**src/sfpi_pkg.sv**
```systemverilog
// Shared constants of the serial flash pin interface
package sfpi_pkg;

  // Byte framing on the serial lines
  localparam int unsigned BYTE_W       = 8;
  localparam int unsigned BIT_CNT_W    = 3;
  localparam logic [2:0]  BIT_LAST     = 3'h7;
  localparam logic [2:0]  DUAL_LAST    = 3'h3;
  localparam logic [2:0]  BIT_CNT_RST  = 3'h0;

  // Transmit buffer shape
  localparam int unsigned TX_FIFO_DEPTH = 4;

  // Synchroniser and pin idle levels
  localparam int unsigned SYNC_STAGES   = 2;
  localparam logic        PIN_PULLED_HI = 1'b1;
  localparam logic        CS_IDLE       = 1'b1;
  localparam logic        SCK_IDLE      = 1'b0;

  // Reset values of the shifters
  localparam logic [7:0]  RX_SHIFT_RST = 8'h00;
  localparam logic [7:0]  TX_SHIFT_RST = 8'h00;

  // Timing of the bench link clock against the block clock
  localparam int unsigned CLK_PERIOD_NS = 40;
  localparam int unsigned SCK_PERIOD_NS = 320;
  localparam int unsigned SCK_HALF_CYC  = SCK_PERIOD_NS / (2 * CLK_PERIOD_NS);

  // Link state encoding
  typedef enum logic [1:0] {
    LINK_IDLE   = 2'b00,
    LINK_ACTIVE = 2'b01,
    LINK_PAUSED = 2'b10
  } sfpi_link_t;

endpackage

```
**src/sfpi_fifo.sv**
```systemverilog
// Small synchronous FIFO with valid/ready on both sides
`timescale 1ns/100ps
module sfpi_fifo #(
  parameter int unsigned WIDTH = 8,
  parameter int unsigned DEPTH = 4
) (
  input  wire logic             clk,
  input  wire logic             rst_n,
  input  wire logic             in_valid,
  output logic                  in_ready,
  input  wire logic [WIDTH-1:0] in_data,
  output logic                  out_valid,
  input  wire logic             out_ready,
  output logic [WIDTH-1:0]      out_data
);

  localparam int unsigned PTR_W = (DEPTH > 1) ? $clog2(DEPTH) : 1;

  // Pointers wrap by hand, so any depth of two or more works
  initial begin
    if (DEPTH < 2 || WIDTH < 1) begin
      $error("sfpi_fifo: DEPTH must be at least 2 and WIDTH at least 1");
    end
  end

  logic [WIDTH-1:0] mem_q [DEPTH];   // Storage words
  logic [PTR_W-1:0] wr_ptr_q;        // Next slot to write
  logic [PTR_W-1:0] rd_ptr_q;        // Oldest slot
  logic [PTR_W:0]   count_q;         // Words held
  logic             push;            // Write accepted
  logic             pop;             // Read accepted

  // Honest flags straight from the count
  assign in_ready  = (count_q != (PTR_W+1)'(DEPTH));
  assign out_valid = (count_q != '0);
  assign out_data  = mem_q[rd_ptr_q];
  assign push      = in_valid && in_ready;
  assign pop       = out_valid && out_ready;

  // Storage write, no reset needed on data
  always_ff @(posedge clk) begin
    if (push) begin
      mem_q[wr_ptr_q] <= in_data;
    end
  end

  // Write pointer
  always_ff @(posedge clk or negedge rst_n) begin
    if (!rst_n) begin
      wr_ptr_q <= '0;
    end else if (push) begin
      wr_ptr_q <= (wr_ptr_q == PTR_W'(DEPTH - 1)) ? '0 : wr_ptr_q + 1'b1;
    end
  end

  // Read pointer
  always_ff @(posedge clk or negedge rst_n) begin
    if (!rst_n) begin
      rd_ptr_q <= '0;
    end else if (pop) begin
      rd_ptr_q <= (rd_ptr_q == PTR_W'(DEPTH - 1)) ? '0 : rd_ptr_q + 1'b1;
    end
  end

  // Occupancy
  always_ff @(posedge clk or negedge rst_n) begin
    if (!rst_n) begin
      count_q <= '0;
    end else if (push && !pop) begin
      count_q <= count_q + 1'b1;
    end else if (pop && !push) begin
      count_q <= count_q - 1'b1;
    end
  end

endmodule

```
**src/sfpi_core.sv**
```systemverilog
// Device-side pin interface of a small serial flash: framing, shifting, pause
//
// Functional notes
// - Operations start on select fall, end on rise
// - Deselected: standby, data output tri-stated
// - Deselected: input line ignored entirely
// - Standby waits for self-timed cycle end
// - Input bits sampled on rising serial clock
// - Output bits launched on falling edges only
// - Dual read drives two bits per fall
// - Pause ignores clock, input; tri-states output
// - Pause starts only selected with clock low
// - Pause keeps all transfer state intact
// - Pause leaves self-timed cycles running
// - Write-protect low engages hardware lock
// - Floating pause and write-protect read deasserted
`timescale 1ns/100ps
module sfpi_core #(
  parameter int unsigned FIFO_DEPTH = sfpi_pkg::TX_FIFO_DEPTH
) (
  input  wire logic       ref_clk,
  input  wire logic       rst_n,
  // Pins from the host
  input  wire logic       cs_n,
  input  wire logic       sck,
  input  wire logic       hold_n,
  input  wire logic       wp_n,
  // Two-way data lines
  input  wire logic       dual_line_0_i,
  output logic            dual_line_0_o,
  output logic            dual_line_0_oe,
  input  wire logic       dual_line_1_i,
  output logic            dual_line_1_o,
  output logic            dual_line_1_oe,
  // Received bytes toward the command decoder
  output logic            rx_valid,
  output logic [7:0]      rx_data,
  output logic            rx_first,
  // Bytes to send toward the host
  input  wire logic       tx_valid,
  output logic            tx_ready,
  input  wire logic [7:0] tx_data,
  // Mode and status from the core
  input  wire logic       dual_mode,
  input  wire logic       busy,
  // Status toward the core
  output logic            selected,
  output logic            paused,
  output logic            standby,
  output logic            hw_lock,
  output logic            frame_start,
  output logic            frame_end
);

  // Buffer shape the logic can serve
  initial begin
    if (FIFO_DEPTH < 2) begin
      $error("sfpi_core: FIFO_DEPTH must be at least 2");
    end
  end

  // ------------------------------------------------------------------
  // Reset release through two flops
  // ------------------------------------------------------------------
  logic [1:0] rst_sync_q;   // Release shifter
  logic       rst_int_n;    // Reset used by the rest of the block

  // Assert at once, release on the clock
  always_ff @(posedge ref_clk or negedge rst_n) begin
    if (!rst_n) begin
      rst_sync_q <= 2'h0;
    end else begin
      rst_sync_q <= {rst_sync_q[0], 1'b1};
    end
  end
  assign rst_int_n = rst_sync_q[1];

  // ------------------------------------------------------------------
  // Pin synchronisers
  // ------------------------------------------------------------------
  // Bit order: cs_n, sck, hold_n, wp_n, data in
  logic [4:0] pin_meta_q;   // First stage, read only by second
  logic [4:0] pin_sync_q;   // Second stage, safe to use
  logic       cs_s;         // Synced select, active low
  logic       sck_s;        // Synced serial clock
  logic       hold_s;       // Synced pause, active low
  logic       wp_s;         // Synced write protect, active low
  logic       si_s;         // Synced input data

  // Pulled-high pins reset to their idle level, so an unwired pin
  // never reads as asserted even right after reset
  always_ff @(posedge ref_clk or negedge rst_int_n) begin
    if (!rst_int_n) begin
      pin_meta_q <= {sfpi_pkg::CS_IDLE, sfpi_pkg::SCK_IDLE,
                     sfpi_pkg::PIN_PULLED_HI, sfpi_pkg::PIN_PULLED_HI, 1'b0};
      pin_sync_q <= {sfpi_pkg::CS_IDLE, sfpi_pkg::SCK_IDLE,
                     sfpi_pkg::PIN_PULLED_HI, sfpi_pkg::PIN_PULLED_HI, 1'b0};
    end else begin
      pin_meta_q <= {cs_n, sck, hold_n, wp_n, dual_line_0_i};
      pin_sync_q <= pin_meta_q;
    end
  end
  assign cs_s   = pin_sync_q[4];
  assign sck_s  = pin_sync_q[3];
  assign hold_s = pin_sync_q[2];
  assign wp_s   = pin_sync_q[1];
  assign si_s   = pin_sync_q[0];

  // Line one is an output only in this mode; its input is not used
  logic unused_line1;
  assign unused_line1 = dual_line_1_i;

  // ------------------------------------------------------------------
  // Edge finders on the synced pins
  // ------------------------------------------------------------------
  logic cs_prev_q;    // Select one cycle back
  logic sck_prev_q;   // Clock one cycle back
  logic cs_fall;      // Select asserted
  logic cs_rise;      // Select released
  logic sck_rise;     // Sampling edge
  logic sck_fall;     // Launching edge

  // History tracks every cycle, even while paused, so a clock
  // transition under pause is not mistaken for an edge later
  always_ff @(posedge ref_clk or negedge rst_int_n) begin
    if (!rst_int_n) begin
      cs_prev_q  <= sfpi_pkg::CS_IDLE;
      sck_prev_q <= sfpi_pkg::SCK_IDLE;
    end else begin
      cs_prev_q  <= cs_s;
      sck_prev_q <= sck_s;
    end
  end
  assign cs_fall  = cs_prev_q && !cs_s;
  assign cs_rise  = !cs_prev_q && cs_s;
  assign sck_rise = !sck_prev_q && sck_s;
  assign sck_fall = sck_prev_q && !sck_s;

  // ------------------------------------------------------------------
  // Link state
  // ------------------------------------------------------------------
  sfpi_pkg::sfpi_link_t link_q;   // Idle, active or paused
  logic                 shift_en; // Edges are honoured

  // A select already low out of reset reads as a fall, since the history resets to idle, and opens a frame
  always_ff @(posedge ref_clk or negedge rst_int_n) begin
    if (!rst_int_n) begin
      link_q <= sfpi_pkg::LINK_IDLE;
    end else begin
      unique case (link_q)
        sfpi_pkg::LINK_IDLE: begin
          if (cs_fall) begin
            link_q <= sfpi_pkg::LINK_ACTIVE;
          end
        end
        sfpi_pkg::LINK_ACTIVE: begin
          if (cs_s) begin
            link_q <= sfpi_pkg::LINK_IDLE;
          end else if (!hold_s && !sck_s) begin
            link_q <= sfpi_pkg::LINK_PAUSED;
          end
        end
        sfpi_pkg::LINK_PAUSED: begin
          // Select rising still ends the frame; release resumes it
          if (cs_s) begin
            link_q <= sfpi_pkg::LINK_IDLE;
          end else if (hold_s) begin
            link_q <= sfpi_pkg::LINK_ACTIVE;
          end
        end
        default: begin
          link_q <= sfpi_pkg::LINK_IDLE;
        end
      endcase
    end
  end

  // Pause asserted with the clock high waits until the clock falls
  assign shift_en = (link_q == sfpi_pkg::LINK_ACTIVE) && !cs_s
                    && !(!hold_s && !sck_s);

  // ------------------------------------------------------------------
  // Receive shifter
  // ------------------------------------------------------------------
  logic [7:0] rx_shift_q;   // Bits gathered so far
  logic [2:0] rx_cnt_q;     // Bits in the current byte
  logic       rx_valid_q;   // Byte complete pulse
  logic [7:0] rx_data_q;    // Last complete byte
  logic       rx_first_q;   // Byte is the frame's first
  logic       rx_seen_q;    // A byte has been taken this frame

  // Capture only on rising edges inside an open, unpaused frame
  always_ff @(posedge ref_clk or negedge rst_int_n) begin
    if (!rst_int_n) begin
      rx_shift_q <= sfpi_pkg::RX_SHIFT_RST;
      rx_cnt_q   <= sfpi_pkg::BIT_CNT_RST;
    end else if (cs_fall) begin
      rx_cnt_q   <= sfpi_pkg::BIT_CNT_RST;
    end else if (shift_en && sck_rise && !dual_mode) begin
      rx_shift_q <= {rx_shift_q[6:0], si_s};
      rx_cnt_q   <= rx_cnt_q + 3'h1;
    end
  end

  // Byte hand-off, most significant bit first
  always_ff @(posedge ref_clk or negedge rst_int_n) begin
    if (!rst_int_n) begin
      rx_valid_q <= 1'b0;
      rx_data_q  <= sfpi_pkg::RX_SHIFT_RST;
      rx_first_q <= 1'b0;
      rx_seen_q  <= 1'b0;
    end else begin
      rx_valid_q <= 1'b0;
      if (cs_fall) begin
        rx_seen_q <= 1'b0;
      end else if (shift_en && sck_rise && !dual_mode
                   && rx_cnt_q == sfpi_pkg::BIT_LAST) begin
        rx_valid_q <= 1'b1;
        rx_data_q  <= {rx_shift_q[6:0], si_s};
        rx_first_q <= !rx_seen_q;
        rx_seen_q  <= 1'b1;
      end
    end
  end
  assign rx_valid = rx_valid_q;
  assign rx_data  = rx_data_q;
  assign rx_first = rx_first_q;

  // ------------------------------------------------------------------
  // Transmit buffer
  // ------------------------------------------------------------------
  logic       fifo_valid;   // Byte waiting to go out
  logic       fifo_pop;     // Shifter takes it
  logic [7:0] fifo_data;    // Waiting byte

  // Depth buys slack for the decoder; a full buffer stalls it via tx_ready
  sfpi_fifo #(
    .WIDTH (sfpi_pkg::BYTE_W),
    .DEPTH (FIFO_DEPTH)
  ) u_tx_fifo (
    .clk       (ref_clk),
    .rst_n     (rst_int_n),
    .in_valid  (tx_valid),
    .in_ready  (tx_ready),
    .in_data   (tx_data),
    .out_valid (fifo_valid),
    .out_ready (fifo_pop),
    .out_data  (fifo_data)
  );

  // ------------------------------------------------------------------
  // Transmit shifter
  // ------------------------------------------------------------------
  logic [7:0] tx_shift_q;   // Bits still to launch
  logic [2:0] tx_cnt_q;     // Launches still to come in the byte
  logic       tx_busy_q;    // A byte is being launched
  logic       tx_drive_q;   // Output phase of the frame reached
  logic       dual_q;       // Output phase uses both lines
  logic       line0_q;      // Level on line zero
  logic       line1_q;      // Level on line one
  logic       tx_last;      // Current fall follows the byte's last bit
  logic       tx_load;      // Current fall starts a new byte

  // A byte is loaded only at a falling edge, so a mode-3 frame whose
  // first edge is a fall launches nothing before data exists
  assign tx_last  = tx_busy_q && tx_cnt_q == sfpi_pkg::BIT_CNT_RST;
  assign tx_load  = shift_en && sck_fall && fifo_valid
                    && (!tx_busy_q || tx_last);
  assign fifo_pop = tx_load;

  // Launch: single mode one bit, dual mode two bits, per fall
  always_ff @(posedge ref_clk or negedge rst_int_n) begin
    if (!rst_int_n) begin
      tx_shift_q <= sfpi_pkg::TX_SHIFT_RST;
      tx_cnt_q   <= sfpi_pkg::BIT_CNT_RST;
      tx_busy_q  <= 1'b0;
      line0_q    <= 1'b0;
      line1_q    <= 1'b0;
    end else if (!selected) begin
      tx_busy_q  <= 1'b0;
      tx_cnt_q   <= sfpi_pkg::BIT_CNT_RST;
    end else if (tx_load) begin
      if (dual_mode) begin
        line1_q    <= fifo_data[7];
        line0_q    <= fifo_data[6];
        tx_shift_q <= {fifo_data[5:0], 2'b00};
        tx_cnt_q   <= sfpi_pkg::DUAL_LAST;
      end else begin
        line1_q    <= fifo_data[7];
        tx_shift_q <= {fifo_data[6:0], 1'b0};
        tx_cnt_q   <= sfpi_pkg::BIT_LAST;
      end
      tx_busy_q <= 1'b1;
    end else if (shift_en && sck_fall && tx_busy_q) begin
      if (tx_last) begin
        // Buffer ran dry: hold the last level until more arrives
        tx_busy_q <= 1'b0;
      end else if (dual_q) begin
        line1_q    <= tx_shift_q[7];
        line0_q    <= tx_shift_q[6];
        tx_shift_q <= {tx_shift_q[5:0], 2'b00};
        tx_cnt_q   <= tx_cnt_q - 3'h1;
      end else begin
        line1_q    <= tx_shift_q[7];
        tx_shift_q <= {tx_shift_q[6:0], 1'b0};
        tx_cnt_q   <= tx_cnt_q - 3'h1;
      end
    end
  end

  // Output phase and line zero direction, both dropped at deselect
  always_ff @(posedge ref_clk or negedge rst_int_n) begin
    if (!rst_int_n) begin
      tx_drive_q <= 1'b0;
      dual_q     <= 1'b0;
    end else if (!selected) begin
      tx_drive_q <= 1'b0;
      dual_q     <= 1'b0;
    end else if (tx_load) begin
      tx_drive_q <= 1'b1;
      dual_q     <= dual_mode;
    end
  end

  // ------------------------------------------------------------------
  // Pin drivers
  // ------------------------------------------------------------------
  // Enables follow state flops; pause or deselect float the lines
  assign dual_line_1_o  = line1_q;
  assign dual_line_1_oe = selected && !paused && tx_drive_q;
  assign dual_line_0_o  = line0_q;
  assign dual_line_0_oe = selected && !paused && tx_drive_q && dual_q;

  // ------------------------------------------------------------------
  // Status toward the core
  // ------------------------------------------------------------------
  logic busy_q;   // Self-timed cycle running, registered

  // The busy level comes from the array logic on this clock
  always_ff @(posedge ref_clk or negedge rst_int_n) begin
    if (!rst_int_n) begin
      busy_q <= 1'b0;
    end else begin
      busy_q <= busy;
    end
  end

  assign selected    = (link_q != sfpi_pkg::LINK_IDLE);
  assign paused      = (link_q == sfpi_pkg::LINK_PAUSED);
  // Pause never gates standby or busy: only the serial side stops
  assign standby     = !selected && !busy_q;
  assign hw_lock     = !wp_s;
  assign frame_start = (link_q == sfpi_pkg::LINK_IDLE) && cs_fall;
  assign frame_end   = selected && cs_rise;

endmodule

```
**config.mk**
```make
export PLATFORM = sky130hd
export DESIGN_NAME = sfpi_core
export DESIGN_NICKNAME = d
export VERILOG_FILES = /design/src/sfpi_pkg.sv /design/src/sfpi_fifo.sv /design/src/sfpi_core.sv
export SDC_FILE = /design/constraint.sdc
export NUM_CORES = 1
export LEC_CHECK = 0
export ABC_CLOCK_PERIOD_IN_PS = 2300
export BUFFER_PORTS_ARGS = -buffer_cell sky130_fd_sc_hd__buf_4
export CELL_PAD_IN_SITES_DETAIL_PLACEMENT = 1
export CELL_PAD_IN_SITES_GLOBAL_PLACEMENT = 2
export CORE_MARGIN = 2
export CORE_UTILIZATION = 25
export DETAILED_ROUTE_END_ITERATION = 8
export PLACE_DENSITY = 0.57
export SLEW_MARGIN = 20
export SYNTH_ARGS = -nofsm -noshare
export SYNTH_HDL_FRONTEND = slang
export SYNTH_SLANG_ARGS = --single-unit
```
**constraint.sdc**
```tcl
create_clock -name ref_clk -period 2.3 [get_ports ref_clk]
set_input_delay 0.23 -clock ref_clk [delete_from_list [all_inputs] [get_ports ref_clk]]
set_output_delay 0.23 -clock ref_clk [all_outputs]
set_load 0.03 [all_outputs]
```
# Word-level counts from Yosys, hierarchy flattened
# Memories as Yosys holds them, arrays and structs flattened.
# Index checks and enable logic that the tools add are counted.
[op_classes]
shift = 0
n_lt_le_gt_ge = 0
mul = 0
n_div = 0
n_eq_ne = 15
n_reduce_logical = 57
add_sub_neg = 6
bitwise_logic = 1
muxes = 44
[ops]
columns = ["cell", "count"]
rows = [
  ["8-bit two-way mux", 5],
  ["3-bit two-way mux", 9],
  ["1-bit logical AND", 25],
  ["1-bit two-way mux", 22],
  ["1-bit logical NOT", 15],
  ["2-bit two-way mux", 7],
  ["2-bit nonzero test", 6],
  ["3-bit by 1-bit != test with 1-bit output (second input constant)", 3],
  ["2-bit AND reduction", 4],
  ["3-bit by 1-bit adder with 3-bit output (second input constant)", 2],
  ["2-bit == test (second input constant)", 3],
  ["3-bit != test (second input constant)", 2],
  ["2-bit case mux with 3 select lines", 1],
  ["3-bit AND reduction", 2],
  ["3-bit by 1-bit subtractor with 3-bit output (second input constant)", 2],
  ["5-bit AND reduction", 1],
  ["2-bit by 1-bit adder with 2-bit output (second input constant)", 2],
  ["2-bit by 1-bit != test with 1-bit output (second input constant)", 2],
  ["2-bit != test (second input constant)", 2],
  ["3-bit == test (second input constant)", 1],
  ["3-bit logical NOT", 1],
  ["3-bit by 2-bit != test with 1-bit output (second input constant)", 1],
  ["3-bit nonzero test", 1],
  ["2-bit by 1-bit == test with 1-bit output (second input constant)", 1],
  ["other kinds (3)", 3],
]
[totals]
input_bits = 19
mem_bits_ro = 0
mem_bits_rw = 32
n_memories = 1
regBits = 61
out_inout_bits = 21
latch_bits = 0
wordCells = 147
[memory_table]
columns = ["name", "depth", "word_bits", "read_ports", "rd_clocked_by_memory_dff", "wr", "line_no", "rtl"]
rows = [
  ["u_tx_fifo.mem_q", 4, 8, 1, 0, 1, "sfpi_fifo.sv:26", "logic [WIDTH-1:0] mem_q [DEPTH];"],
]

# Logic depth before layout (Yosys ltp)
[logic_depth]
depth_word = 11
depth_mapped = 12

# Cells and area by module
# From an unflattened synthesis, not the netlist that was laid out.
[unflattened]
cells_unflattened = 254
area_unflattened_um2 = 3885.0
[by_module_without_submodules]
columns = ["module", "cells_each", "area_per_inst_um2", "instances", "seq_area_each_um2"]
rows = [
  ["sfpi_core", 176, 2290.9, 1, 1335.0],
  ["sfpi_fifo", 78, 1594.0, 1, 1136.1],
]

# Worst setup path before layout
# OpenSTA, ideal clock, no wires.
[synth_timing]
path_type = "register to register"
start = "register link_q[1]"
end = "register u_tx_fifo.count_q[1]"
path_stages_with_launch = 9
path_slack_ps = -115
period_less_slack_ps = 2415
t_required_ps = 2175
t_arrival_ps = 2290
path_cell_list = "dfrtp_1 -> or3b_1 -> buf_6 -> nor4_4 -> inv_2 -> ha_1 -> inv_1 -> fa_1 -> mux2_2"
[synth_via]
elab_chain_len = 10
elab_cells_between_ends = 12
classes_between = "eq/ne (1); mux (1); reduce/logical (10)"
[synth_lines]
columns = ["item", "line_no", "rtl"]
rows = [
  ["start, declared", "sfpi_core.sv:142", "sfpi_pkg::sfpi_link_t link_q;"],
  ["start signal, assigned", "sfpi_core.sv:148", "link_q <= sfpi_pkg::LINK_IDLE;"],
  ["start signal, assigned", "sfpi_core.sv:153", "link_q <= sfpi_pkg::LINK_ACTIVE;"],
  ["start signal, assigned", "sfpi_core.sv:158", "link_q <= sfpi_pkg::LINK_IDLE;"],
  ["2-bit by 1-bit == test with 1-bit output *", "sfpi_core.sv:179", "assign shift_en = (link_q == sfpi_pkg::LINK_ACTIVE) && !cs_s"],
  ["1-bit logical AND *", "sfpi_core.sv:179", ""],
  ["1-bit logical AND *", "sfpi_core.sv:180", "&& !(!hold_s && !sck_s);"],
  ["1-bit logical AND * (2 in a row)", "sfpi_core.sv:267", "assign tx_load = shift_en && sck_fall && fifo_valid"],
  ["1-bit logical AND *", "sfpi_core.sv:268", "&& (!tx_busy_q || tx_last);"],
  ["1-bit logical AND *", "sfpi_fifo.sv:38", "assign pop = out_valid && out_ready;"],
  ["1-bit logical NOT", "sfpi_fifo.sv:69", "end else if (push && !pop) begin"],
  ["1-bit logical AND", "sfpi_fifo.sv:69", ""],
  ["3-bit two-way mux or 2-bit nonzero test (tied branches)", "--", ""],
  ["end signal, assigned", "sfpi_fifo.sv:70", "count_q <= count_q + 1'b1;"],
  ["end signal, assigned", "sfpi_fifo.sv:72", "count_q <= count_q - 1'b1;"],
  ["end, declared", "sfpi_fifo.sv:29", "logic [PTR_W:0] count_q;"],
]
# Every way passes the cells marked *; elsewhere a longest branch is shown, timed or not.
# A chain may end at the register's enable or synchronous reset.

# Worst setup path after layout
[layout_timing]
start = "register tx_cnt_q[0]"
end = "register u_tx_fifo.count_q[1]"
[layout_via]
elab_chain_len = 8
elab_cells_between_ends = 10
classes_between = "mux (1); reduce/logical (9)"
[layout_lines]
columns = ["item", "line_no", "rtl"]
rows = [
  ["start, declared", "sfpi_core.sv:255", "logic [2:0] tx_cnt_q;"],
  ["start signal, assigned", "sfpi_core.sv:275", "tx_cnt_q <= sfpi_pkg::BIT_CNT_RST;"],
  ["start signal, assigned", "sfpi_core.sv:281", "tx_cnt_q <= sfpi_pkg::BIT_CNT_RST;"],
  ["start signal, assigned", "sfpi_core.sv:287", "tx_cnt_q <= sfpi_pkg::DUAL_LAST;"],
  ["3-bit logical NOT *", "sfpi_core.sv:266", "assign tx_last = tx_busy_q && tx_cnt_q == sfpi_pkg::BIT_CNT_RST;"],
  ["1-bit logical AND *", "sfpi_core.sv:266", ""],
  ["1-bit logical OR *", "sfpi_core.sv:268", ""],
  ["1-bit logical AND *", "sfpi_core.sv:268", ""],
  ["1-bit logical AND *", "sfpi_fifo.sv:38", ""],
  ["1-bit logical NOT", "sfpi_fifo.sv:69", ""],
  ["1-bit logical AND", "sfpi_fifo.sv:69", ""],
  ["3-bit two-way mux or 2-bit nonzero test (tied branches)", "--", ""],
]
# Marks and branches as above.

==> out/results.tsv <==
stage	metric	value	unit
status	status	finished clean	
critical_path	path_common_cell	inv_1	
synth	postSynthAreaPerCell	15.0	µm²
sta	period_minus_slack	2240	ps
pwr	seq_power_share	47.3	%
critical_path	endpoint_kind	flip-flop	
drt	drt_wl_total	7570	µm
drt	dr_total_vias	2214	
finish	fin_util	31.9	%
global_route	grt_max_degree	34	
clock_tree	clk_pin_slew	70	ps
global_route	antenna_found_initial	0	
global_route	overflow	0	
global_route	grt_first_pass_wirelength	12400	µm
global_route	gr-usage-met2	16.0	%
clock_tree	cts_made_buffers	9	
critical_path	worstSetupPathType	flip-flop to flip-flop	
clock_tree	cts.sinks	92	
die	die_x	128	µm
global_route	grt_use_met1	12.9	%
finish	syn_to_final_growth	25.5	%
sta	fmax	446	MHz
critical_path	path_cells	inv_1 > ha_1 > ha_2 > and2b_2 > nor4_4 > inv_2 > ha_4 > inv_1 > fa_1 > mux2_2	
min_path	hold_class	input pin to flip-flop	
sta	maxSlewViolCount	0	
pwr	p_clk_share	31.6	%
critical_path	arrival	2460	ps
placed_design	hpwlAfterDp	5310	µm
drt	antenna_left	0	
die	start_util	25.4	%
drt	avgRoutedWirePerCell	14.8	µm
sta	fin_ws	56.7	ps
synth	ys.flop_type	dfrtp_1	
clock_tree	tritoncts	yes	
pwr	combPwrFrac	21.0	%
placed_design	pre_cts_ws	-92.8	ps
synth	synth_edf_count	32	
synth	synth-simple-area-share	8.71	%
finish	nFillCells	1626	
synth	synth-seq-area-share	64.4	%
flow_run	maxCapViolCount	0	
die	die-area	0.0163	mm²
clock_tree	insertion_delay	340	ps
synth	synthAdderAreaFrac	3.78	%
synth	synth_cell_type_count	46	
clock_tree	clk_path_buf_depth	2	
finish	antenna_cells	0	
finish	final_cell_mix	53 x buf_4, 52 x dfrtp_1, 32 x edfxtp_1, 18 x nor2_1, 18 x mux2_2	
drt	drt-pass1-iter-count	4	
synth	synth_mux_area_share	14.8	%
synth	syn_inst	255	
synth	synth_top_family_by_area	multiplexers	
pwr	power_switching	0.00131	W
finish	nets	348	
drt	vias_per_cell	4.33	
synth	ys_seq_elements	92	
global_route	grt.busiest_layer	met2	
die	io_pins	40	
global_route	first_global_vias	2344	
synth	yosysWarnings	0	
pwr	power_leakage	2.09	nW
pwr	ir_drop	0.321	mV
synth	synth-compound-area-share	4.50	%
clock_tree	cts_setup_buffers	0	
finish	layout-drive-gt1-share	36.5	%
sta	hold_viol	0	
finish	final_common_cell	buf_4	
critical_path	cp_data_required_time	2520	ps
critical_path	path_max_fanout	3	
critical_path	start_kind	flip-flop	
placed_design	globalplace.congestion	0.728	
pwr	finalPower	0.00468	W
clock_tree	htree_levels	3	
drt	drc	0	
global_route	grt_usage	9.97	%
critical_path	cp_slowest_stage_delay	400	ps
die	placementRows	45	
sta	fin_crit_sh	97.5	%
die	coreArea	0.0151	mm²
pwr	cellPowerDensity	973	mW/mm²
synth	synth_nets	285	
die	die_y	128	µm
pwr	p_int	0.00338	W
sta	finalSetupViolations	0	
global_route	gr-usage-met3	2.55	%
critical_path	slowest_stage	fa_1	
sta	rsz0062_at_grt	true	
sta	fin_skew	5.95	ps
finish	multiInputGateArea	0.00127	mm²
pwr	p_sw_share	27.9	%
clock_tree	root_buffer	clkbuf_16	
synth	synth-xor-area-share	0.914	%
finish	seq_area	0.00247	mm²
sta	relSlewSlack	56.2	%
placed_design	port_buffers	38	
drt	drtIter0Drc	66	
sta	tightest_slew	657	ps
synth	async_reset_ff_share	65.2	%
synth	syn-cell-area	0.00383	mm²
## timing repair
action / 4_1_cts / 5_1_grt
resized for setup: 1 / 0
setup endpoints to repair: 1 / 1
hold buffers: 7 / 0
endpoints found under the hold margin: 8 / 0
pin swaps: 1 / 0
## kinds of logic (layout without fill, tap and decap cells)
| logic type | after synthesis | after routing |
|---|---|---|
| AOI/OAI and AO/OA | 23 | 23 |
| xor gates and xnor gates | 4 | 4 |
| adders and majority gates | 11 | 11 |
| buffers and inverters | 22 | 90 |
| DFF | 92 | 92 |
| muxes | 42 | 42 |
| other | 1 | 1 |
| and+or+nand+nor | 60 | 60 |
## synth_stat cells (4+ instances only)
cell type,number,share of area [%]
edfxtp_1,32,25
inv_1,12,1.2
mux2_2,18,5.3
a221oi_1,5,1.1
ha_1,10,3.3
mux2i_1,14,3.7
mux4_2,10,5.9
nand2_1,15,1.5
a21oi_1,8,1.0
and3_1,4,0.65
dfrtp_1,53,35
nor2_1,18,1.8
dfstp_2,7,4.8
## power groups by stage
stage               Clock, W  Combinational (W)  Sequential, W
floorplan                  0           0.000728        0.00218
global placement           0           0.000987        0.00225
detailed placement         0           0.000999        0.00226
CTS                  0.00154            0.00101        0.00223
global route         0.00160            0.00111        0.00227
finish               0.00148           0.000986        0.00222
## critical path: cells and delay by family (launching register included)
kind	cells	cell delay, ps
AND/OR/NAND/NOR	2	390
adder cells (fa/ha/maj)	4	890
multiplexers	1	270
flip-flops	1	380
buffers and inverters	3	210
## through the flow
stage	instance area [µm²]	setup TNS, ps	std cells	hold slack, ps
after floorplan	3850	-109	255	-65.6
after global placement	4450	-71.3	488	13.8
after detailed placement	4450	-92.8	488	14.8
after CTS	4810	0	511	81.4
after global routing	4810	-65.1	511	84.7
final	4810	0	511	93.5
## metal layers
metal / routed length (µm) / part of all wire (%) / up-vias
met5: 0 / 0 / -
met4: 133 / 1.8 / 0
met3: 228 / 3.0 / 11
met2: 3660 / 48 / 27
met1: 3560 / 47 / 1130
li1: - / - / 1046
## flip-flops by register name, summed over array words and instances, names as in the netlist, 2 cells and up
| signal | cells |
|---|---|
| u_tx_fifo.mem_q | 32 |
| rx_data | 8 |
| rx_shift_q | 7 |
| tx_shift_q | 7 |
| pin_meta_q | 5 |
| pin_sync_q | 5 |
| rx_cnt_q | 3 |
| tx_cnt_q | 3 |
| u_tx_fifo.count_q | 3 |
| link_q | 2 |
| rst_sync_q | 2 |
| u_tx_fifo.rd_ptr_q | 2 |
| u_tx_fifo.wr_ptr_q | 2 |
## path summary, 6_finish.rpt
path	slack [ps]	startpoint	endpoint	depth (start not counted)
worst min-delay path	90	tx_data[2]	u_tx_fifo.mem_q[0][2]	1
worst max register to register	60	tx_cnt_q[0]	u_tx_fifo.count_q[1]	10
min in group asynchronous	200	rst_n	rst_sync_q[1]	2
worst max-delay path	60	tx_cnt_q[0]	u_tx_fifo.count_q[1]	10
worst min register to register	290	rst_sync_q[1]	pin_meta_q[0]	0
max in group asynchronous	1330	rst_sync_q[1]	pin_sync_q[4]	1
## cell type report
| class | instances | area share, % |
|---|---|---|
| Sequential cell | 92 | 51.4 |
| Multi-Input combinational cell | 141 | 26.5 |
| Timing Repair Buffer | 61 | 10.1 |
| Clock buffer | 12 | 5.12 |
| Tap cell | 188 | 4.89 |
| Clock inverter | 4 | 1.04 |
| Inverter | 13 | 1.01 |
(Power assumes the default switching activity.)
